--- src/logic/hsd_pkg.sv ---
// Constants and types shared by the haptic serial input, protection and diagnostic register bank.
`default_nettype none
package hsd_pkg;
  // System clock rate.
  localparam int HSD_CLK_HZ = 25_000_000;
  // Protection dwell unit is one three-thousandth of a second.
  localparam int HSD_PROT_TICK_HZ = 3000;
  localparam int HSD_PROT_TICK_CYC = HSD_CLK_HZ / HSD_PROT_TICK_HZ;
  // Fastest measurement converter clock; slower codes double the period.
  localparam int HSD_ADC_BASE_HZ = 12_000_000;
  localparam int HSD_ADC_BASE_CYC = HSD_CLK_HZ / HSD_ADC_BASE_HZ;
  // Register offsets.
  localparam logic [7:0] HSD_ADDR_FMT = 8'h4a;
  localparam logic [7:0] HSD_ADDR_CHAN = 8'h4b;
  localparam logic [7:0] HSD_ADDR_OPROT = 8'h4c;
  localparam logic [7:0] HSD_ADDR_SHDN = 8'h4d;
  localparam logic [7:0] HSD_ADDR_IPLVL = 8'h4e;
  localparam logic [7:0] HSD_ADDR_IPTIME = 8'h4f;
  localparam logic [7:0] HSD_ADDR_DIAG = 8'h51;
  localparam logic [7:0] HSD_ADDR_MSTART = 8'h52;
  localparam logic [7:0] HSD_ADDR_RLHI = 8'h53;
  localparam logic [7:0] HSD_ADDR_VBHI = 8'h55;
  localparam logic [7:0] HSD_ADDR_MLO = 8'h57;
  // Values after reset.
  localparam logic [7:0] HSD_RST_FMT = 8'h3a;
  localparam logic [7:0] HSD_RST_CHAN = 8'h06;
  localparam logic [7:0] HSD_RST_OPROT = 8'ha0;
  localparam logic [7:0] HSD_RST_SHDN = 8'h28;
  localparam logic [7:0] HSD_RST_IPLVL = 8'hbf;
  localparam logic [7:0] HSD_RST_IPTIME = 8'h32;
  localparam logic [7:0] HSD_RST_DIAG = 8'h02;
  localparam logic [7:0] HSD_RST_MSTART = 8'h00;
  // Field positions.
  localparam int HSD_CH_SWAP = 4;
  localparam int HSD_CH_BINV = 3;
  localparam int HSD_CH_SEL = 2;
  localparam int HSD_CH_INT = 1;
  localparam int HSD_CH_EN = 0;
  localparam int HSD_PROT_EN = 7;
  localparam int HSD_SHDN_WAVE = 4;
  localparam int HSD_DIAG_KIND = 4;
  localparam int HSD_MS_BATT = 1;
  localparam int HSD_MS_DIAG = 0;
  // Output protection trip level in 1/128 of the boost rail.
  localparam logic [6:0] HSD_OPROT_LEVEL = 7'h7c;
  // Frame formats and bit-clock ratios.
  typedef enum logic [1:0] {HSD_FMT_I2S = 2'h0, HSD_FMT_MSBJ = 2'h1, HSD_FMT_LSBJ = 2'h2,
                            HSD_FMT_I2S_ALT = 2'h3} hsd_fmt_t;
  typedef enum logic [1:0] {HSD_BCK_32 = 2'h0, HSD_BCK_48 = 2'h1, HSD_BCK_64 = 2'h2,
                            HSD_BCK_RSVD = 2'h3} hsd_ratio_t;
  // Measurement engine states.
  typedef enum logic [2:0] {HSD_M_IDLE = 3'h1, HSD_M_BATT = 3'h2, HSD_M_DIAG = 3'h4} hsd_meas_t;
endpackage : hsd_pkg
`default_nettype wire

--- src/logic/hsd_regbank.sv ---
// Serial audio receiver, bridge protection and measurement registers of the haptic driver.
//
// Summary of operation
// Frame format: I2S, MSB- or LSB-justified.
// Sample width capped by bit-clock ratio.
// Ratio field selects 32x, 48x or 64x.
// Almost-full asserts at threshold plus one.
// Swap bit exchanges left and right.
// Invert bit samples on opposite edge.
// Channel select picks right or left.
// Interruptible bit lets others pre-empt playback.
// Playback runs only while enable set.
// Output at 124/128 rail trips pull-low.
// Output dwell in 1/3000 s units.
// Shutdown bit picks half or full wave.
// Output at programmed level trips pull-low.
// Input dwell in 1/3000 s units.
// Converter clock divider doubles per code.
// Battery start bit runs battery measurement.
// Diagnostic start bit runs resistance measurement.
// Resistance code split high byte, bits 1:0.
// Battery code split high byte, bits 5:4.
// Pin sharing moves data and word clock.
// Results hold until next same-kind measurement.
`default_nettype none

// Sample FIFO with valid and ready on both sides.
module hsd_fifo #(
  parameter int W = 32,
  parameter int DEPTH = 8
) (
  // Clock and reset.
  input wire logic clock,
  input wire logic rst_n,
  // Fill side.
  input wire logic in_valid,
  output logic in_ready,
  input wire logic [W-1:0] in_data,
  // Drain side.
  output logic out_valid,
  input wire logic out_ready,
  output logic [W-1:0] out_data,
  output logic [$clog2(DEPTH):0] count
);
  localparam int AW = $clog2(DEPTH);
  // Storage, pointers and fill count.
  typedef struct packed {
    logic [DEPTH-1:0][W-1:0] mem;
    logic [AW-1:0] wp;
    logic [AW-1:0] rp;
    logic [AW:0] cnt;
  } hsd_fifo_state_t;
  hsd_fifo_state_t st_reg, st_next;
  logic push;
  logic pop;

  // Pointers wrap naturally, so the depth must be a power of two.
  if (DEPTH < 2 || (1 << AW) != DEPTH) begin : g_bad_depth
    $error("FIFO depth must be a power of two of at least 2.");
  end

  assign in_ready = (st_reg.cnt != (AW + 1)'(DEPTH));
  assign out_valid = (st_reg.cnt != '0);
  assign out_data = st_reg.mem[st_reg.rp];
  assign count = st_reg.cnt;
  assign push = in_valid && in_ready;
  assign pop = out_valid && out_ready;

  // Next state: write at the tail, read at the head.
  always_comb begin
    st_next = st_reg;
    if (push) begin
      st_next.mem[st_reg.wp] = in_data;
      st_next.wp = st_reg.wp + 1'b1;
    end
    if (pop) begin
      st_next.rp = st_reg.rp + 1'b1;
    end
    if (push && !pop) begin
      st_next.cnt = st_reg.cnt + 1'b1;
    end else if (pop && !push) begin
      st_next.cnt = st_reg.cnt - 1'b1;
    end
  end

  // State register.
  always_ff @(posedge clock) begin
    if (!rst_n) begin
      st_reg <= '0;
    end else begin
      st_reg <= st_next;
    end
  end
endmodule : hsd_fifo

// Register bank with serial audio receive path, protection timers and measurement sequencer.
module hsd_regbank
  import hsd_pkg::*;
#(
  parameter int TICK_CYCLES = HSD_PROT_TICK_CYC,
  parameter int FIFO_DEPTH = 8
) (
  // Clock and reset.
  input wire logic clock,
  input wire logic rst_n,
  // Register access port.
  input wire logic [7:0] reg_addr,
  input wire logic reg_wr,
  input wire logic reg_rd,
  input wire logic [7:0] reg_wdata,
  output logic [7:0] reg_rdata,
  // Serial audio pins and sharing select.
  input wire logic bck_pin,
  input wire logic ws_pin,
  input wire logic sd_pin,
  input wire logic third_trigger_pin,
  input wire logic second_trigger_pin,
  input wire logic serial_pin_share,
  // Received sample stream.
  output logic sample_valid,
  input wire logic sample_ready,
  output logic [31:0] sample_data,
  output logic rx_almost_full,
  output logic rx_overrun,
  // Playback control.
  output logic serial_play_active,
  output logic serial_preemptible,
  // Bridge protection.
  input wire logic [6:0] pos_level,
  input wire logic [6:0] neg_level,
  output logic bridge_pull_low,
  output logic shutdown_full_wave,
  // Measurement engine.
  output logic adc_clk_en,
  output logic meas_start,
  output logic meas_battery,
  output logic diagnostic_kind_sel,
  input wire logic meas_done,
  input wire logic [9:0] meas_code
);
  localparam int TW = $clog2(TICK_CYCLES + 1);
  localparam int DW = $clog2(HSD_ADC_BASE_CYC * 128 + 1);
  localparam int CW = $clog2(FIFO_DEPTH) + 1;

  // Refuse settings the counters cannot serve.
  if (TICK_CYCLES < 1 || HSD_ADC_BASE_CYC < 1 || FIFO_DEPTH < 4) begin : g_bad_param
    $error("Tick count, converter base divider or FIFO depth out of range.");
  end

  // Whole state of the block.
  typedef struct packed {
    logic [7:0] fmt;          // Frame format, width, ratio, threshold.
    logic [7:0] chan;         // Swap, invert, select, interruptible, enable.
    logic [7:0] oprot;        // Output protection enable and dwell.
    logic [7:0] shdn;         // Shutdown modulation.
    logic [7:0] iplvl;        // Input protection enable and level.
    logic [7:0] iptime;       // Input protection dwell.
    logic [7:0] diag;         // Diagnostic kind and converter clock code.
    logic [7:0] mstart;       // Measurement start bits.
    logic [9:0] rl_code;      // Last load resistance result.
    logic [9:0] vb_code;      // Last battery voltage result.
    logic [7:0] rdata;        // Read data.
    logic [1:0] s_bck;        // Pin synchronisers.
    logic [1:0] s_ws;
    logic [1:0] s_sd;
    logic [1:0] s_t3;
    logic [1:0] s_t2;
    logic bck_d;              // Delayed bit clock for edge detection.
    logic ws_last;            // Word clock at the previous sampling edge.
    logic [31:0] shreg;       // Incoming bit shifter.
    logic pend_v;             // Word waiting for the FIFO.
    logic [31:0] pend;
    logic out_v;              // Output stage.
    logic [31:0] out_d;
    logic almost;
    logic overrun;
    logic [TW-1:0] tick_cnt;  // Dwell tick divider.
    logic tick;
    logic [6:0] op_cnt;
    logic [7:0] ip_cnt;
    logic op_trip;
    logic ip_trip;
    logic pull;
    logic [DW-1:0] adc_cnt;   // Converter clock divider.
    logic adc_en;
    hsd_meas_t mstate;
    logic mpulse;
    logic mbatt;
  } hsd_state_t;

  hsd_state_t st_reg, st_next;
  logic fifo_in_ready;
  logic fifo_out_valid;
  logic fifo_out_ready;
  logic [31:0] fifo_out_data;
  logic [CW-1:0] fifo_cnt;
  logic op_cond;
  logic ip_cond;

  // Effective sample width after the ratio cap.
  function automatic logic [5:0] eff_width(input logic [1:0] fs, input logic [1:0] bck);
    logic [1:0] c;
    c = fs;
    if (bck == HSD_BCK_48 && fs == 2'h3) begin
      c = 2'h2;
    end
    if (bck == HSD_BCK_32) begin
      c = 2'h0;
    end
    case (c)
      2'h0: eff_width = 6'h10;
      2'h1: eff_width = 6'h14;
      2'h2: eff_width = 6'h18;
      default: eff_width = 6'h20;
    endcase
  endfunction : eff_width

  // Bits per channel slot; the reserved ratio is treated as 64x.
  function automatic logic [5:0] slot_bits(input logic [1:0] bck);
    case (bck)
      HSD_BCK_32: slot_bits = 6'h10;
      HSD_BCK_48: slot_bits = 6'h18;
      default: slot_bits = 6'h20;
    endcase
  endfunction : slot_bits

  // Sample buffer between the receiver and the output stage.
  hsd_fifo #(.W(32), .DEPTH(FIFO_DEPTH)) u_fifo (
    .clock(clock),
    .rst_n(rst_n),
    .in_valid(st_reg.pend_v),
    .in_ready(fifo_in_ready),
    .in_data(st_reg.pend),
    .out_valid(fifo_out_valid),
    .out_ready(fifo_out_ready),
    .out_data(fifo_out_data),
    .count(fifo_cnt)
  );

  // The output stage refills when empty or when its word is taken.
  assign fifo_out_ready = !st_reg.out_v || sample_ready;

  // Either bridge output at or above the fixed or programmed level.
  assign op_cond = st_reg.oprot[HSD_PROT_EN] &&
                   (pos_level >= HSD_OPROT_LEVEL || neg_level >= HSD_OPROT_LEVEL);
  assign ip_cond = st_reg.iplvl[HSD_PROT_EN] &&
                   (pos_level >= st_reg.iplvl[6:0] || neg_level >= st_reg.iplvl[6:0]);

  // Next-state logic for every part of the block.
  always_comb begin
    logic ws;
    logic sd;
    logic edge_hit;
    logic left;
    logic is_i2s;
    logic [31:0] shin;
    logic [31:0] word;
    logic [31:0] val;
    logic [5:0] w;
    logic [5:0] slot;
    ws = 1'b0;
    sd = 1'b0;
    edge_hit = 1'b0;
    left = 1'b0;
    is_i2s = 1'b0;
    shin = '0;
    word = '0;
    val = '0;
    w = '0;
    slot = '0;
    st_next = st_reg;
    st_next.mpulse = 1'b0;

    // Two-stage synchronisers on every pin; only the second stage is read.
    st_next.s_bck = {st_reg.s_bck[0], bck_pin};
    st_next.s_ws = {st_reg.s_ws[0], ws_pin};
    st_next.s_sd = {st_reg.s_sd[0], sd_pin};
    st_next.s_t3 = {st_reg.s_t3[0], third_trigger_pin};
    st_next.s_t2 = {st_reg.s_t2[0], second_trigger_pin};
    st_next.bck_d = st_reg.s_bck[1];

    // Shared trigger pins carry data and word clock when sharing is on.
    ws = serial_pin_share ? st_reg.s_t2[1] : st_reg.s_ws[1];
    sd = serial_pin_share ? st_reg.s_t3[1] : st_reg.s_sd[1];

    // Sample on the rising edge, or the falling edge when inverted.
    if (st_reg.chan[HSD_CH_BINV]) begin
      edge_hit = !st_reg.s_bck[1] && st_reg.bck_d;
    end else begin
      edge_hit = st_reg.s_bck[1] && !st_reg.bck_d;
    end

    // A pending word leaves once the FIFO accepts it.
    if (st_reg.pend_v && fifo_in_ready) begin
      st_next.pend_v = 1'b0;
    end

    // Receiver runs only while enabled.
    if (!st_reg.chan[HSD_CH_EN]) begin
      st_next.pend_v = 1'b0;
      st_next.overrun = 1'b0;
      st_next.shreg = '0;
    end else if (edge_hit) begin
      is_i2s = (st_reg.fmt[7:6] == HSD_FMT_I2S) || (st_reg.fmt[7:6] == HSD_FMT_I2S_ALT);
      w = eff_width(st_reg.fmt[5:4], st_reg.fmt[3:2]);
      slot = slot_bits(st_reg.fmt[3:2]);
      shin = {st_reg.shreg[30:0], sd};
      st_next.shreg = shin;
      st_next.ws_last = ws;
      if (ws != st_reg.ws_last) begin
        // Standard framing ends a slot one bit after the word clock changes.
        word = is_i2s ? shin : st_reg.shreg;
        left = is_i2s ? !st_reg.ws_last : st_reg.ws_last;
        if (st_reg.chan[HSD_CH_SWAP]) begin
          left = !left;
        end
        if (st_reg.fmt[7:6] == HSD_FMT_LSBJ) begin
          val = word << (6'h20 - w);
        end else begin
          val = (word << (6'h20 - slot)) & ~(32'hffffffff >> w);
        end
        // Keep the slot the select bit names; one means right.
        if (left != st_reg.chan[HSD_CH_SEL]) begin
          if (st_reg.pend_v && !fifo_in_ready) begin
            st_next.overrun = 1'b1;
          end else begin
            st_next.pend = val;
            st_next.pend_v = 1'b1;
          end
        end
      end
    end

    // Output stage loads from the FIFO head.
    if (fifo_out_ready) begin
      st_next.out_v = fifo_out_valid;
      st_next.out_d = fifo_out_data;
    end
    st_next.almost = (32'(fifo_cnt) >= 32'(st_reg.fmt[1:0]) + 32'd1);

    // Dwell tick at three kilohertz.
    st_next.tick = 1'b0;
    if (32'(st_reg.tick_cnt) >= TICK_CYCLES - 1) begin
      st_next.tick_cnt = '0;
      st_next.tick = 1'b1;
    end else begin
      st_next.tick_cnt = st_reg.tick_cnt + 1'b1;
    end

    // Output protection: trip after the condition holds for the dwell.
    if (!op_cond) begin
      st_next.op_cnt = '0;
      st_next.op_trip = 1'b0;
    end else if (st_reg.op_cnt >= st_reg.oprot[6:0]) begin
      st_next.op_trip = 1'b1;
    end else if (st_reg.tick) begin
      st_next.op_cnt = st_reg.op_cnt + 1'b1;
    end

    // Input protection: same scheme with the eight-bit dwell.
    if (!ip_cond) begin
      st_next.ip_cnt = '0;
      st_next.ip_trip = 1'b0;
    end else if (st_reg.ip_cnt >= st_reg.iptime) begin
      st_next.ip_trip = 1'b1;
    end else if (st_reg.tick) begin
      st_next.ip_cnt = st_reg.ip_cnt + 1'b1;
    end
    st_next.pull = st_next.op_trip || st_next.ip_trip; // see

    // Converter clock enable: base period doubled per code step.
    st_next.adc_en = 1'b0;
    if (32'(st_reg.adc_cnt) + 32'd1 >= (HSD_ADC_BASE_CYC << st_reg.diag[2:0])) begin
      st_next.adc_cnt = '0;
      st_next.adc_en = 1'b1;
    end else begin
      st_next.adc_cnt = st_reg.adc_cnt + 1'b1;
    end

    // Measurement sequencer; battery wins when both starts are set.
    case (st_reg.mstate)
      HSD_M_IDLE: begin
        if (st_reg.mstart[HSD_MS_BATT]) begin
          st_next.mpulse = 1'b1;
          st_next.mbatt = 1'b1;
          st_next.mstate = HSD_M_BATT;
        end else if (st_reg.mstart[HSD_MS_DIAG]) begin
          st_next.mpulse = 1'b1;
          st_next.mbatt = 1'b0;
          st_next.mstate = HSD_M_DIAG;
        end
      end
      HSD_M_BATT: begin
        if (meas_done) begin
          st_next.vb_code = meas_code; // see
          st_next.mstart[HSD_MS_BATT] = 1'b0;
          st_next.mstate = HSD_M_IDLE;
        end
      end
      HSD_M_DIAG: begin
        if (meas_done) begin
          st_next.rl_code = meas_code; // see
          st_next.mstart[HSD_MS_DIAG] = 1'b0;
          st_next.mstate = HSD_M_IDLE;
        end
      end
      default: begin
        st_next.mstate = HSD_M_IDLE;
      end
    endcase

    // Host writes come last, so a written start bit beats the clear.
    if (reg_wr) begin
      case (reg_addr)
        HSD_ADDR_FMT: st_next.fmt = reg_wdata;
        HSD_ADDR_CHAN: st_next.chan = reg_wdata;
        HSD_ADDR_OPROT: st_next.oprot = reg_wdata;
        HSD_ADDR_SHDN: st_next.shdn = reg_wdata;
        HSD_ADDR_IPLVL: st_next.iplvl = reg_wdata;
        HSD_ADDR_IPTIME: st_next.iptime = reg_wdata;
        HSD_ADDR_DIAG: st_next.diag = reg_wdata;
        HSD_ADDR_MSTART: st_next.mstart = reg_wdata;
        default: begin
        end
      endcase
    end

    // Read data; result registers ignore writes, unmapped reads give zero.
    if (reg_rd) begin
      case (reg_addr)
        HSD_ADDR_FMT: st_next.rdata = st_reg.fmt;
        HSD_ADDR_CHAN: st_next.rdata = st_reg.chan;
        HSD_ADDR_OPROT: st_next.rdata = st_reg.oprot;
        HSD_ADDR_SHDN: st_next.rdata = st_reg.shdn;
        HSD_ADDR_IPLVL: st_next.rdata = st_reg.iplvl;
        HSD_ADDR_IPTIME: st_next.rdata = st_reg.iptime;
        HSD_ADDR_DIAG: st_next.rdata = st_reg.diag;
        HSD_ADDR_MSTART: st_next.rdata = st_reg.mstart;
        HSD_ADDR_RLHI: st_next.rdata = st_reg.rl_code[9:2];
        HSD_ADDR_VBHI: st_next.rdata = st_reg.vb_code[9:2];
        HSD_ADDR_MLO: st_next.rdata = {2'h0, st_reg.vb_code[1:0], 2'h0, st_reg.rl_code[1:0]};
        default: st_next.rdata = 8'h00;
      endcase
    end
  end

  // State register with documented reset values.
  always_ff @(posedge clock) begin
    if (!rst_n) begin
      st_reg <= '0;
      st_reg.fmt <= HSD_RST_FMT;
      st_reg.chan <= HSD_RST_CHAN;
      st_reg.oprot <= HSD_RST_OPROT;
      st_reg.shdn <= HSD_RST_SHDN;
      st_reg.iplvl <= HSD_RST_IPLVL;
      st_reg.iptime <= HSD_RST_IPTIME;
      st_reg.diag <= HSD_RST_DIAG;
      st_reg.mstart <= HSD_RST_MSTART;
      st_reg.mstate <= HSD_M_IDLE;
    end else begin
      st_reg <= st_next;
    end
  end

  // Outputs straight from state flops.
  assign reg_rdata = st_reg.rdata;
  assign sample_valid = st_reg.out_v;
  assign sample_data = st_reg.out_d;
  assign rx_almost_full = st_reg.almost;
  assign rx_overrun = st_reg.overrun;
  assign serial_play_active = st_reg.chan[HSD_CH_EN];
  assign serial_preemptible = st_reg.chan[HSD_CH_INT];
  assign bridge_pull_low = st_reg.pull;
  assign shutdown_full_wave = st_reg.shdn[HSD_SHDN_WAVE];
  assign adc_clk_en = st_reg.adc_en;
  assign meas_start = st_reg.mpulse;
  assign meas_battery = st_reg.mbatt;
  assign diagnostic_kind_sel = st_reg.diag[HSD_DIAG_KIND];
endmodule : hsd_regbank
`default_nettype wire

--- config.mk ---
export PLATFORM = sky130hd
export DESIGN_NAME = hsd_regbank
export DESIGN_NICKNAME = d
export VERILOG_FILES = /design/src/logic/hsd_pkg.sv /design/src/logic/hsd_regbank.sv
export SDC_FILE = /design/constraint.sdc
export NUM_CORES = 1
export LEC_CHECK = 0
export ABC_AREA = 1
export BUFFER_PORTS_ARGS = -buffer_cell sky130_fd_sc_hd__buf_4
export CORE_MARGIN = 8
export CORE_UTILIZATION = 25
export DETAILED_ROUTE_END_ITERATION = 10
export PLACE_DENSITY_LB_ADDON = 0.15
export SYNTH_ARGS = -nofsm -noshare
export SYNTH_HDL_FRONTEND = slang
export SYNTH_SLANG_ARGS = --single-unit
--- constraint.sdc ---
create_clock -name clock -period 2.65 [get_ports clock]
set_input_delay 0.53 -clock clock [delete_from_list [all_inputs] [get_ports clock]]
set_output_delay 0.53 -clock clock [all_outputs]
set_load 0.1 [all_outputs]
# Word level (Yosys, flattened, before mapping)
# Cells that the tools add are included.
# word_totals
output_inout_bits	51
reg_bits	518
wordCells	211
mem_bits_ro	0
ramBits	0
inputBits	52
latch_bits	0
n_memories	0
# op_classes
n_reduce_logical	54
n_div	0
add_sub_neg	12
n_eq_ne	25
order_cmp	12
shift	4
mul	0
n_mux	49
bitwise_logic	6
# ops
operator	n
$bwmux 256	1
$mux 33	4
$mux 32	4
$bmux 32 s3	1
$demux 32 s3	1
$eq 8x7->1 const B	11
$pmux 8 s11	1
$shl 32x6->32	2
$reduce_and 2->1	19
$and 32x32->32	1
$ge 10x32->1	1
$not 32->32	1
$shl 2x3->32 const A	1
$shr 32x6->32 const A	1
$mux 6	4
$mux 11	2
$ge 7x7->1	3
$pmux 6 s3	1
$mux 1	17
$add 14x1->14 const B	1
$ge 14x14->1 const B	1
$ge 7x7->1 const B	2
$mux 2	6
$pmux 6 s2	1
other kinds (36)	75

# Depth between registers and ports, before layout
# Gate-level depths: netlist of the first run.
# logic_depth
ltp_word	18
mapped_depth	15
mapped_depth_nobuf	15

# By module
# A second synthesis of the first run with hierarchy kept.
# hier_totals
hier_cells	4423
hier_area_um2	27934.3
# by_module_without_submodules
mod	cells_each	area_per_inst_um2	n_inst
hsd_fifo	2449	14526.4	1
hsd_regbank	1974	13407.9	1

# Least setup slack after synthesis of the first run
# OpenSTA, ideal clock, no wires.
# synth_timing
path_kind	register to register
startpoint	register st_reg (netlist bit sample_valid)
endpoint	register u_fifo.st_reg (netlist bit u_fifo.count[3])
t_arrival_ns	2.472
setup_slack_ns	0.059
period_less_slack_ns	2.591
n_path_buf	0
stages_incl_launch_ff	16
path_cell_list	dfxtp_1 -> inv_1 -> nor2_1 -> inv_1 -> nand2_1 -> ha_1 -> inv_1 -> ha_1 -> nand2_1 -> nand2_1 -> a21oi_1 -> nor2_1 -> nor2_1 -> nand2_1 -> o21ai_0 -> a21oi_1
# synth_between
elab_chain_cells	6
# synth_rtl
element	line_no	rtl
start: declaration	hsd_regbank.sv:191	hsd_state_t st_reg, st_next;
start signal: assignment	hsd_regbank.sv:461	st_reg <= st_next;
$logic_not 1->1 *	hsd_regbank.sv:241	assign fifo_out_ready = !st_reg.out_v || sample_ready;
$logic_or 1x1->1 *	hsd_regbank.sv:241	
$logic_and 1x1->1 *	hsd_regbank.sv:67	assign pop = out_valid && out_ready;
$logic_not 1->1	hsd_regbank.sv:79	if (push && !pop) begin
$logic_and 1x1->1	hsd_regbank.sv:79	
$mux 4 / $reduce_bool 2->1 (equally long branches)	-	
end signal: assignment	hsd_regbank.sv:91	st_reg <= st_next;
end: declaration	hsd_regbank.sv:53	hsd_fifo_state_t st_reg, st_next;
# Mark *: on every way between the ends. The rest lies on a longest branch, timed or not.
# A chain may end at the register's enable or synchronous reset.

# Final worst setup path of the first run
# layout_timing
startpoint	register st_reg[250] (netlist name)
endpoint	register st_reg[108] (netlist name)
# layout_between
elab_chain_cells	10
# layout_rtl
element
branches (longest 10 deep; another with $mux 32)
# Parallel ways; which one is timed is not known. The select of a mux whose other input is x is not followed.

==> key figures, run 1 <==
Run status
  • Status: finished clean

Clock tree
  • Total of cells resized after clock tree synthesis: 0
  • Later-pin clock latency in the skew report: 610 ps
  • Hold buffer count at cts: 0
  • Buffers inserted by post-CTS timing repair: 0
  • CTS buffer count: 68
  • Root Buffer Master: sky130_fd_sc_hd__clkbuf_16
  • Depth of the CTS H-tree: 3
  • TritonCTS clock tree: yes
  • Clock Path Buffers: 3
  • Clock sink count: 518
  • Clk pin slew, worst setup/hold paths: 60 ps

Critical path
  • Largest stage delay, worst path: 550 ps
  • Critical Path Source Type: register
  • Cell mode on critical path: sky130_fd_sc_hd__nand2_1
  • Buffers plus inverters on the worst setup path: 2
  • Kind of critical path: register to register
  • Kind of cell adding the most delay to the critical path: simple AND/OR/NAND/NOR gates
  • Biggest fanout along the worst timing path: 23
  • Worst endpoint required time: 3150 ps
  • Sequence of cells on the critical path: inv_1 -> ha_1 -> inv_2 -> o21ai_0 -> nand2_1 -> nand2_1 -> nand2_1 -> nand3_1 -> nand2_1 -> nor2_1 -> nor2_1
  • Worst path arrival time: 2790 ps
  • Critical-path top delay cell: sky130_fd_sc_hd__o21ai_0
  • Setup crit end kind: register

Timing
  • Time the final worst path needs with I/O delays and setup: 2290 ps
  • Count of endpoints failing hold in the final timing report: 0
  • Setup violations, final: 0
  • Setup_tns: 0 ps
  • Final Cycle Share: 86.5%
  • Worst slack on hold paths: 109 ps
  • Maximum clock skew at final layout: 15.7 ps
  • Relative slew slack: 38.9%
  • Transition time of the tightest slew-check pin: 916 ps
  • Timing-limited maximum frequency: 436 MHz
  • Setup repair after global routing missed its margin: no
  • Count of pins over their slew limit: 0

Hold path
  • Worst min-delay path category: primary input to register

GRT
  • First-pass GRT wire length: 128000 um
  • Overall Global Routing Usage: 14.1%
  • Aggregate global routing overflow: 0
  • Antenna violations before repair: 0
  • Pin count of the biggest net entering global routing: 129
  • Via count of the first global-routing pass: 21500

Yosys
  • Main area contributors after synthesis: sky130_fd_sc_hd__dfxtp_1, sky130_fd_sc_hd__o21ai_0, sky130_fd_sc_hd__a21oi_1, sky130_fd_sc_hd__inv_1, sky130_fd_sc_hd__nand2_1
  • Biggest area consumer among synthesized cells: sky130_fd_sc_hd__dfxtp_1
  • Async SR Flop Fraction: 0%
  • Dominant synthesized flop cell: sky130_fd_sc_hd__dfxtp_1
  • Share of the yosys chip area belonging to registers: 41.0%
  • Commonest cells in the netlist: sky130_fd_sc_hd__dfxtp_1, sky130_fd_sc_hd__o21ai_0, sky130_fd_sc_hd__a21oi_1, sky130_fd_sc_hd__inv_1, sky130_fd_sc_hd__nand2_1
  • Number of flip-flops and latches in the synthesized netlist: 518
  • Netlist area before placement: 0.0253 mm^2
  • Net Count, Synth: 3638
  • EDFF count, synth: 0
  • Mean instance size in the synthesized netlist: 7.16 um^2
  • Distinct cell type count after synthesis: 58
  • Share of the synthesized area in the top cell type: 41.0%
  • Library cell with the highest instance count after synthesis: sky130_fd_sc_hd__dfxtp_1
  • Cell count after synthesis: 3528
  • YS warnings: 0

Placed design
  • IO buf count: 102
  • Final HPWL DP: 51500 um
  • Global placement routability congestion: 0.837

Routing
  • Wirelength per Cell: 16.6 um
  • Routed vias/inst: 4.59
  • Number of iterations in the first detailed-routing pass: 5
  • Number of vias in the routed layout: 22300
  • Final ANT Viol Nets: 0
  • DR DRC count: 0
  • Number of DRC markers after the initial detailed-route iteration: 1398
  • Wire length reported by the detailed router: 80400 um

Floorplanning
  • Horizontal die dimension: 334 um
  • Die ar.: 0.112 mm^2
  • Placeable core region: 0.100 mm^2
  • Total number of placement rows: 116
  • Initial cell density of the core: 25.2%
  • Die height: 334 um
  • Total I/O pin count: 103

Final layout
  • Antenna cells: 0
  • Fraction of final layout cells with drive strength greater than 1: 10.1%
  • Area overhead of the layout relative to synthesis: 16.2%
  • Multi-input gate area in the final layout: 0.0117 mm^2
  • Storage element area: 0.0104 mm^2
  • Max FFs per register: 262
  • # nets final: 3617
  • # fillers: 11100

Power
  • Static leakage power: 11.8 nW
  • Power per Cell Area: 714 mW/mm^2
  • Worst IR Drop VDD: 0.000353 V

Flow run
  • Number of violations of the max-capacitance limit: 0
where the power goes:
part / switching [mW] / total (mW) / internal (mW)
Clock: 3.67 / 9.45 / 5.78
Sequential: 0.134 / 8.09 / 7.96
Combinational: 2.61 / 3.42 / 0.806
layout make-up:
| cell class | instances | share of cell area (%) |
|---|---|---|
| well taps | 1298 | 5.53 |
| flip-flops and latches | 518 | 35.3 |
| clock buffers | 104 | 7.05 |
| clock inverters | 16 | 0.729 |
| repair buffers | 173 | 5.22 |
| multi-input cells | 2267 | 40.0 |
| inverters | 479 | 6.13 |
routing by layer:
layer	GRT usage (%)	up-vias	share of wire, %
met2	22.7	337	45
met3	2.37	97	3.9
met1	19.6	10200	49
li1	-	11700	-
met4	3.59	0	1.9
met5	0	-	0
final timing paths:
check	startpoint	to	slack, ps	cells past startpoint
hold reg to reg	st_next[157]	st_reg[157]	410	2
hold / removal	ws_pin	st_next[157]	110	3
setup reg to reg	st_reg[250]	st_reg[108]	360	11
setup / recovery	st_reg[250]	st_reg[108]	360	11
per-stage QoR:
step	util, %	worst slack, ps	std cells	total power [mW]	instance area [um^2]
floorplan	-	58.8	3528	10.7	25300
global placement	27.0	142	4735	11.8	27100
detailed placement	27.0	272	4735	11.7	27100
CTS	29.3	354	4855	21.4	29400
global route	29.3	49.1	4855	22.0	29400
finish	29.3	359	4855	21.0	29400
cell families (layout without fill, tap and decap cells):
kind of cell    Yosys count  count (layout)  synth area share [%]
mux                       1               1                0.0396
fa+ha+maj                58              58                  2.90
xor+xnor                 23              23                 0.797
compound gates         1179            1179                  24.6
buf+inv                 743             772                  12.5
flops                   518             518                  41.0
simple gates           1006            1006                  18.1
tightest hold or removal path, delay by kind of cell:
kind / cells / cell delay [ps]
buffers and inverters: 2 / 110
and+or+nand+nor: 1 / 40
cell usage in the layout (no fill, tap or decap), drive strengths merged:
master   synthesis  layout
o21ai          558     558
dfxtp          518     518
a21oi          501     501
inv            478     481
nand2          427     427
nor2           265     265
nand3          237     237
buf            154     173
clkbuf         110     104
o211ai          78      78
ha              57      57
nand4           34      34
nor3            20      20
xor2            14      14
clkinv           1      10
a211oi           9       9
xnor2            9       9
o2111ai          9       9
o22ai            9       9
nand3b           6       6
and2             6       6
o21a             5       5
nor3b            5       5
bufinv           0       4
a22oi            3       3
or2              3       3
a31oi            2       2
nor4             2       2
a21o             1       1
a311oi           1       1
mux2i            1       1
and3             1       1
o21bai           1       1
o311ai           1       1
o31ai            1       1
fa               1       1
Power figures use the tool's default switching activity.
==> inputs of run 2 (changes only) <==
==> constraint.sdc (replaced) <==
create_clock -name clock -period 1.87 [get_ports clock]
set_input_delay 0.374 -clock clock [delete_from_list [all_inputs] [get_ports clock]]
set_output_delay 0.374 -clock clock [all_outputs]
set_load 0.1 [all_outputs]
==> run 2 against run 1 <==
Against the previous run: the run now ends with setup timing left; via count increased by 4.5%; first-iteration DRC count increased by 6.1%; cell area increased by 12%; die area unchanged; flip-flop and latch count unchanged; clock power increased by 40%; combinational power increased by 64%; register-to-register slack got worse by 490 ps; hold slack got worse by 55 ps; non-clock buffer count increased by 239; clock skew increased by 34 ps; clock-buffer cell count decreased by 6; largest power group unchanged.
==> key figures, run 2 (synthesis results as in run 1) <==
Timing
  • Worst slack on hold paths: 53.8 ps (-55.2 ps)
  • Relative slew slack: 64.7% (+26 points)
  • Worst Setup Slack, final: -127 ps (-486 ps)
  • Maximum clock skew at final layout: 49.6 ps (+33.9 ps)
  • Timing-limited maximum frequency: 501 MHz (+15%)
  • Final Cycle Share: 107% (+20 points)
  • Transition time of the tightest slew-check pin: 530 ps (-387 ps)
  • Count of endpoints failing hold in the final timing report: 0 (unchanged)
  • Setup repair after global routing missed its margin: yes
  • Count of pins over their slew limit: 0 (unchanged)
  • Time the final worst path needs with I/O delays and setup: 2000 ps (-294 ps)
  • Setup violations, final: 39 (+39)

Run status
  • Status: complete, but fails checks
  • Failing checks: setup timing

Power
  • Overall Power: 30.2 mW (+44%)
  • Worst IR Drop VDD: 0.000595 V (+69%)
  • Power per Cell Area: 916 mW/mm^2 (+28%)
  • Static leakage power: 13.4 nW (+13%)

Critical path
  • Critical Path Source Type: register
  • Reg2reg end: st_reg[114]
  • Worst endpoint required time: 2380 ps (-770 ps)
  • Kind of critical path: register to register
  • Beginning of the critical path: st_reg[247]
  • Largest stage delay, worst path: 370 ps (-180 ps)
  • Sequence of cells on the critical path: inv_4 -> a211oi_4 -> buf_6 -> ha_4 -> buf_6 -> clkinv_8 -> buf_8 -> nand2_2 -> o211ai_1 -> nand3_1 -> nand2_1 -> nor2_1 -> nor2_1
  • Critical-path top delay cell: sky130_fd_sc_hd__dfxtp_4
  • Reg2reg path depth: 13 (+2)
  • Endpoint of the worst setup timing path: st_reg[114]
  • Setup crit end kind: register
  • Worst path arrival time: 2510 ps (-280 ps)
  • Reg2reg setup slack: -130 ps (-490 ps)
  • Biggest fanout along the worst timing path: 6 (-74%)
  • Worst R2R Start: st_reg[247]

Final layout
  • Multi-input gate area in the final layout: 0.0129 mm^2 (+10%)
  • # nets final: 3860 (+6.7%)
  • Max FFs per register: 262 (unchanged)
  • Number of non-filler instances in the completed layout: 5098 (+5.0%)
  • Area overhead of the layout relative to synthesis: 30.6%
  • Design area: 0.0330 mm^2 (+12%)
  • Fraction of final layout cells with drive strength greater than 1: 21.5% (+11 points)
  • # fillers: 10800 (-2.1%)
  • Antenna cells: 0 (unchanged)
  • Most frequent standard cell in the layout excluding fill and tap cells: sky130_fd_sc_hd__dfxtp_1
  • Storage element area: 0.0104 mm^2 (+0.29%)
  • Most used cells in the layout excluding fill and tap cells: sky130_fd_sc_hd__dfxtp_1, sky130_fd_sc_hd__a21oi_1, sky130_fd_sc_hd__o21ai_0

Clock tree
  • TritonCTS clock tree: yes
  • Clk pin slew, worst setup/hold paths: 60 ps (about the same)
  • CTS buffer count: 66 (-2.9%)
  • Later-pin clock latency in the skew report: 640 ps (+30 ps)
  • Clock sink count: 518 (unchanged)
  • Clock Path Buffers: 3 (unchanged)
  • Root Buffer Master: sky130_fd_sc_hd__clkbuf_16
  • Depth of the CTS H-tree: 3 (unchanged)

GRT
  • Aggregate global routing overflow: 0 (unchanged)
  • Via count of the first global-routing pass: 22100 (+2.6%)
  • Met2 routing resource usage after global routing: 22.9% (+0.18 points)
  • First-pass GRT wire length: 130000 um (+1.2%)
  • Grt peak-use layer: met2
  • GR Util met1: 20.0% (+0.33 points)
  • Pin count of the biggest net entering global routing: 119 (-7.8%)
  • Overall Global Routing Usage: 14.3% (+0.19 points)
  • Antenna violations before repair: 0 (unchanged)
  • Met3 capacity usage during global routing: 2.39% (+0.023 points)

Hold path
  • Worst min-delay path category: primary input to register

Routing
  • Number of DRC markers after the initial detailed-route iteration: 1483 (+6.1%)
  • Number of iterations in the first detailed-routing pass: 5 (unchanged)
  • DR DRC count: 0 (unchanged)
  • Routed vias/inst: 4.57 (-0.53%)
  • Number of vias in the routed layout: 23300 (+4.5%)
  • Wirelength per Cell: 16.8 um (+1.7%)
  • Wire length reported by the detailed router: 85900 um (+6.7%)
  • Final ANT Viol Nets: 0 (unchanged)

Placed design
  • IO buf count: 102 (unchanged)
  • Post-placement setup slack: -311 ps (-583 ps)
  • Placed cell areas: 0.0288 mm^2 (+6.3%)
  • Global placement routability congestion: 0.850 (+1.5%)
  • Final HPWL DP: 55200 um (+7.1%)
  • Total placed cells including tap cells: 4902 (+3.5%)

Floorplanning
  • Placeable core region: 0.100 mm^2 (unchanged)
  • Total number of placement rows: 116 (unchanged)
  • Die ar.: 0.112 mm^2 (unchanged)
  • Die height: 334 um (unchanged)
  • Total I/O pin count: 103 (unchanged)
  • Horizontal die dimension: 334 um (unchanged)
  • Initial cell density of the core: 25.2% (unchanged)

Flow run
  • Number of violations of the max-capacitance limit: 0 (unchanged)
[run 2: cell types whose count changed in the layout (fill, tap and decap cells not counted), moves of 16 or more]
cell / change
sky130_fd_sc_hd__buf_4: +159
sky130_fd_sc_hd__nand2_1: -69
sky130_fd_sc_hd__nand2_2: +47
sky130_fd_sc_hd__nand3_1: -42
sky130_fd_sc_hd__o21ai_0: -35
sky130_fd_sc_hd__buf_6: +34
sky130_fd_sc_hd__nand3_2: +33
sky130_fd_sc_hd__nand2_4: +22
sky130_fd_sc_hd__o21ai_2: +18
sky130_fd_sc_hd__nor2_1: -17
sky130_fd_sc_hd__a21oi_1: -16
sky130_fd_sc_hd__a21oi_2: +16
sky130_fd_sc_hd__buf_12: +16
sky130_fd_sc_hd__dfxtp_1: -16
[run 2: worst max-delay path, delay by kind of cell (launching register included)]
kind                     cells  cell delay, ps
flip-flops                   1             370
AND/OR/NAND/NOR              5             390
adder cells (fa/ha/maj)      1             190
buffers and inverters        5             550
AO/OA/AOI/OAI                2             370
[run 2: repair_timing]
| item | in CTS | in global routing |
|---|---|---|
| setup buffers | 25 | 26 |
| gates resized for setup | 93 | 217 |
| pin swaps | 43 | 99 |
| hold buffers | 15 | 0 |
| setup endpoints to repair | 52 | 121 |
| cloned | 3 | 13 |
| hold endpoints to repair | 22 | 0 |
[run 2: cell type report]
cell class | count | area share (%)
Multi-Input combinational cell | 2270 | 39.2
Sequential cell | 518 | 31.5
Timing Repair Buffer | 412 | 11.8
Clock buffer | 98 | 5.98
Inverter | 479 | 5.56
Tap cell | 1298 | 4.92
Clock inverter | 20 | 0.884
Timing Repair inverter | 3 | 0.0796
[run 2: per-layer routing]
metal	part of all wire [%]	vias up
li1	-	12200
met1	49	10700
met2	45	359
met3	3.5	105
met4	1.9	0
met5	0	-
[run 2: report_power, final]
part | total (mW) | switching, mW | internal [mW]
registers | 11.5 | 0.160 | 11.3
clock network | 13.2 | 5.24 | 7.93
logic | 5.60 | 3.93 | 1.67
total | 30.2 | 9.33 | 20.9
[run 2: per-stage QoR]
step           setup TNS (ps)  util, %
6_report                -2810     32.9
5_1_grt                 -7720     32.9
4_1_cts                  -985     31.7
3_5_place_dp            -7830     28.8
3_3_place_gp            -7780     28.8
2_1_floorplan           -2830        -
[run 2: worst min path at each step]
stage	from	end	slack [ps]	depth (start not counted)
finish	reg_rd	reg_rdata[1]	50	3
global route	reg_rd	reg_rdata[4]	40	3
CTS	reg_rd	reg_rdata[1]	4	3
detailed placement	st_next[151]	st_reg[151]	410	2
global placement	st_next[153]	st_reg[153]	410	2
floorplan	st_next[159]	st_next[149]	390	2
==> inputs of run 3 (changes only) <==
--- a/config.mk
+++ b/config.mk
@@ -11,6 +11,7 @@
 export CORE_UTILIZATION = 25
 export DETAILED_ROUTE_END_ITERATION = 10
 export PLACE_DENSITY_LB_ADDON = 0.15
+export REMOVE_ABC_BUFFERS = 1
 export SYNTH_ARGS = -nofsm -noshare
 export SYNTH_HDL_FRONTEND = slang
 export SYNTH_SLANG_ARGS = --single-unit
==> run 3 against run 2 <==
Against the previous run: the flow still finishes with violations (setup timing); maximum frequency up 1.3%; clock skew down 26 ps; sequential share of layout area up 0.60 points; global-route usage up 0.44 points.
==> key figures, run 3 (synthesis results as in run 1) <==
Timing
  • Final Cycle Share: 105% (-1.3 points)
  • Setup violations, final: 30 (-23%)
  • Worst Setup Slack, final: -102 ps (+24.8 ps)
  • Worst slack on hold paths: 58.6 ps (+4.86 ps)
  • Timing-limited maximum frequency: 507 MHz (+1.3%)
  • Count of endpoints failing hold in the final timing report: 0 (unchanged)
  • Count of pins over their slew limit: 0 (unchanged)
  • Transition time of the tightest slew-check pin: 594 ps (+64.1 ps)
  • Setup repair after global routing missed its margin: yes
  • Setup_tns: -1580 ps (+1230 ps)
  • Relative slew slack: 60.4% (-4.3 points)
  • Maximum clock skew at final layout: 23.9 ps (-25.7 ps)
  • Time the final worst path needs with I/O delays and setup: 1970 ps (-24.8 ps)

Clock tree
  • Depth of the CTS H-tree: 2 (-1)
  • Root Buffer Master: sky130_fd_sc_hd__clkbuf_16
  • CTS buffer count: 61 (-7.6%)
  • Clock sink count: 518 (unchanged)
  • Clock Path Buffers: 3 (unchanged)
  • Later-pin clock latency in the skew report: 650 ps (about the same)
  • TritonCTS clock tree: yes
  • Clk pin slew, worst setup/hold paths: 60 ps (about the same)

Critical path
  • Kind of critical path: register to register
  • Worst path arrival time: 2510 ps (about the same)
  • Worst endpoint required time: 2410 ps (+30 ps)
  • Biggest fanout along the worst timing path: 6 (unchanged)
  • Setup crit end kind: register
  • Critical Path Source Type: register

Floorplanning
  • Total I/O pin count: 103 (unchanged)
  • Total number of placement rows: 116 (unchanged)
  • Die height: 334 um (unchanged)
  • Initial cell density of the core: 25.2% (unchanged)
  • Horizontal die dimension: 334 um (unchanged)
  • Placeable core region: 0.100 mm^2 (unchanged)
  • Die ar.: 0.112 mm^2 (unchanged)

Power
  • Clock network power share: 41.4% (-2.2 points)
  • Switching share of power: 31.1% (+0.21 points)
  • Net switching power figure: 9.14 mW (-2.1%)
  • Gate power share: 19.7% (+1.2 points)
  • Worst IR Drop VDD: 0.000712 V (+20%)
  • Static leakage power: 13.2 nW (-1.8%)
  • Power per Cell Area: 908 mW/mm^2 (-0.86%)
  • Sequential power share: 38.9% (+1.0 points)
  • Cell internal pwr: 20.3 mW (-3.0%)

GRT
  • Aggregate global routing overflow: 0 (unchanged)
  • Overall Global Routing Usage: 14.8% (+0.44 points)
  • Via count of the first global-routing pass: 22400 (+1.3%)
  • Antenna violations before repair: 0 (unchanged)
  • Pin count of the biggest net entering global routing: 124 (+4.2%)
  • First-pass GRT wire length: 134000 um (+2.9%)

Routing
  • Number of vias in the routed layout: 23300 (+0.060%)
  • DR DRC count: 0 (unchanged)
  • Wirelength per Cell: 16.9 um (+0.15%)
  • Routed vias/inst: 4.59 (+0.53%)
  • Number of iterations in the first detailed-routing pass: 5 (unchanged)
  • Final ANT Viol Nets: 0 (unchanged)
  • Wire length reported by the detailed router: 85600 um (-0.32%)
  • Number of DRC markers after the initial detailed-route iteration: 1278 (-14%)

Run status
  • Status: complete, but fails checks
  • Failing checks: setup timing

Final layout
  • Max FFs per register: 262 (unchanged)
  • Antenna cells: 0 (unchanged)
  • Number of non-filler instances in the completed layout: 5074 (-0.47%)
  • Design area: 0.0324 mm^2 (-1.9%)
  • Fraction of final layout cells with drive strength greater than 1: 19.9% (-1.6 points)
  • # nets final: 3837 (-0.60%)
  • Most frequent standard cell in the layout excluding fill and tap cells: sky130_fd_sc_hd__dfxtp_1
  • Most used cells in the layout excluding fill and tap cells: sky130_fd_sc_hd__dfxtp_1, sky130_fd_sc_hd__a21oi_1, sky130_fd_sc_hd__o21ai_0
  • Area overhead of the layout relative to synthesis: 28.1%

Placed design
  • Global placement routability congestion: 0.854 (+0.52%)
  • Total placed cells including tap cells: 4906 (+0.082%)
  • IO buf count: 102 (unchanged)
  • Post-placement setup slack: -341 ps (-30.3 ps)
  • Placed cell areas: 0.0286 mm^2 (-0.54%)
  • Final HPWL DP: 56200 um (+1.9%)

Flow run
  • Number of violations of the max-capacitance limit: 0 (unchanged)

Hold path
  • Worst min-delay path category: primary input to register
[run 3: cell types whose count changed in the layout (fill, tap and decap cells not counted), sizes merged]
cell         previous run  this run
dlygate4sd3            15        19
nor2                  266       265
buf                   390       377
inv                   483       479
clkbuf                105        98
nand4                  35        34
clkinvlp                1         0
nand3b                  7         6
[run 3: path summary, 6_finish.rpt]
path	startpoint	to	slack (ps)	depth (start not counted)
max	st_reg[6]	st_reg[9]	-100	13
min	meas_done	st_reg[4]	60	4
max reg2reg	st_reg[6]	st_reg[9]	-100	13
min reg2reg	st_next[151]	st_reg[151]	410	2
[run 3: stage by stage]
stage	utilization, %	power (mW)
after floorplan	-	14.3
after global placement	28.6	17.3
after detailed placement	28.6	17.3
after CTS	31.7	29.9
after global routing	32.3	30.8
final	32.3	29.4
[run 3: critical path: stages, from the launching register on]
cell and delay (ps):
sky130_fd_sc_hd__dfxtp_4 370, sky130_fd_sc_hd__ha_4 150, sky130_fd_sc_hd__nand2_4 60, sky130_fd_sc_hd__nor2_4 130
sky130_fd_sc_hd__inv_2 50, sky130_fd_sc_hd__o21a_1 220, sky130_fd_sc_hd__ha_4 280, sky130_fd_sc_hd__nand2_4 50
sky130_fd_sc_hd__o21a_1 160, sky130_fd_sc_hd__nand2_1 60, sky130_fd_sc_hd__nand2_2 70, sky130_fd_sc_hd__nand4_4 90
sky130_fd_sc_hd__buf_6 130, sky130_fd_sc_hd__nor2_1 40
[run 3: repair_timing]
action / 4_1_cts / 5_1_grt
hold buffers: 19 / 0
setup endpoints to repair: 45 / 86
gates cloned: 8 / 5
gates resized for setup: 189 / 146
pin swaps: 54 / 58
buffers inserted: 16 / 11
endpoints found under the hold margin: 31 / 0
[run 3: per-layer routing]
| metal | vias to the layer above | GRT usage [%] | share of wire, % |
|---|---|---|---|
| li1 | 12100 | - | - |
| met3 | 143 | 2.23 | 3.4 |
| met2 | 357 | 23.8 | 45 |
| met4 | 0 | 4.98 | 3.6 |
| met5 | - | 0 | 0 |
| met1 | 10700 | 20.1 | 48 |
[run 3: power by group through the flow]
stage | Combinational [mW] | Sequential (mW) | Clock (mW)
2_1_floorplan | 1.38 | 13.0 | 0
3_3_place_gp | 5.65 | 11.7 | 0
3_5_place_dp | 5.63 | 11.7 | 0
4_1_cts | 5.81 | 11.4 | 12.6
5_1_grt | 6.31 | 11.5 | 13.1
6_report | 5.79 | 11.4 | 12.2
[run 3: cell type report]
cell class	count	area [um^2]
Clock buffer	94	1810
Clock inverter	18	241
Fill cell	10900	67800
Inverter	479	1820
Multi-Input combinational cell	2267	12600
Sequential cell	518	10400
Tap cell	1298	1620
Timing Repair Buffer	400	3850
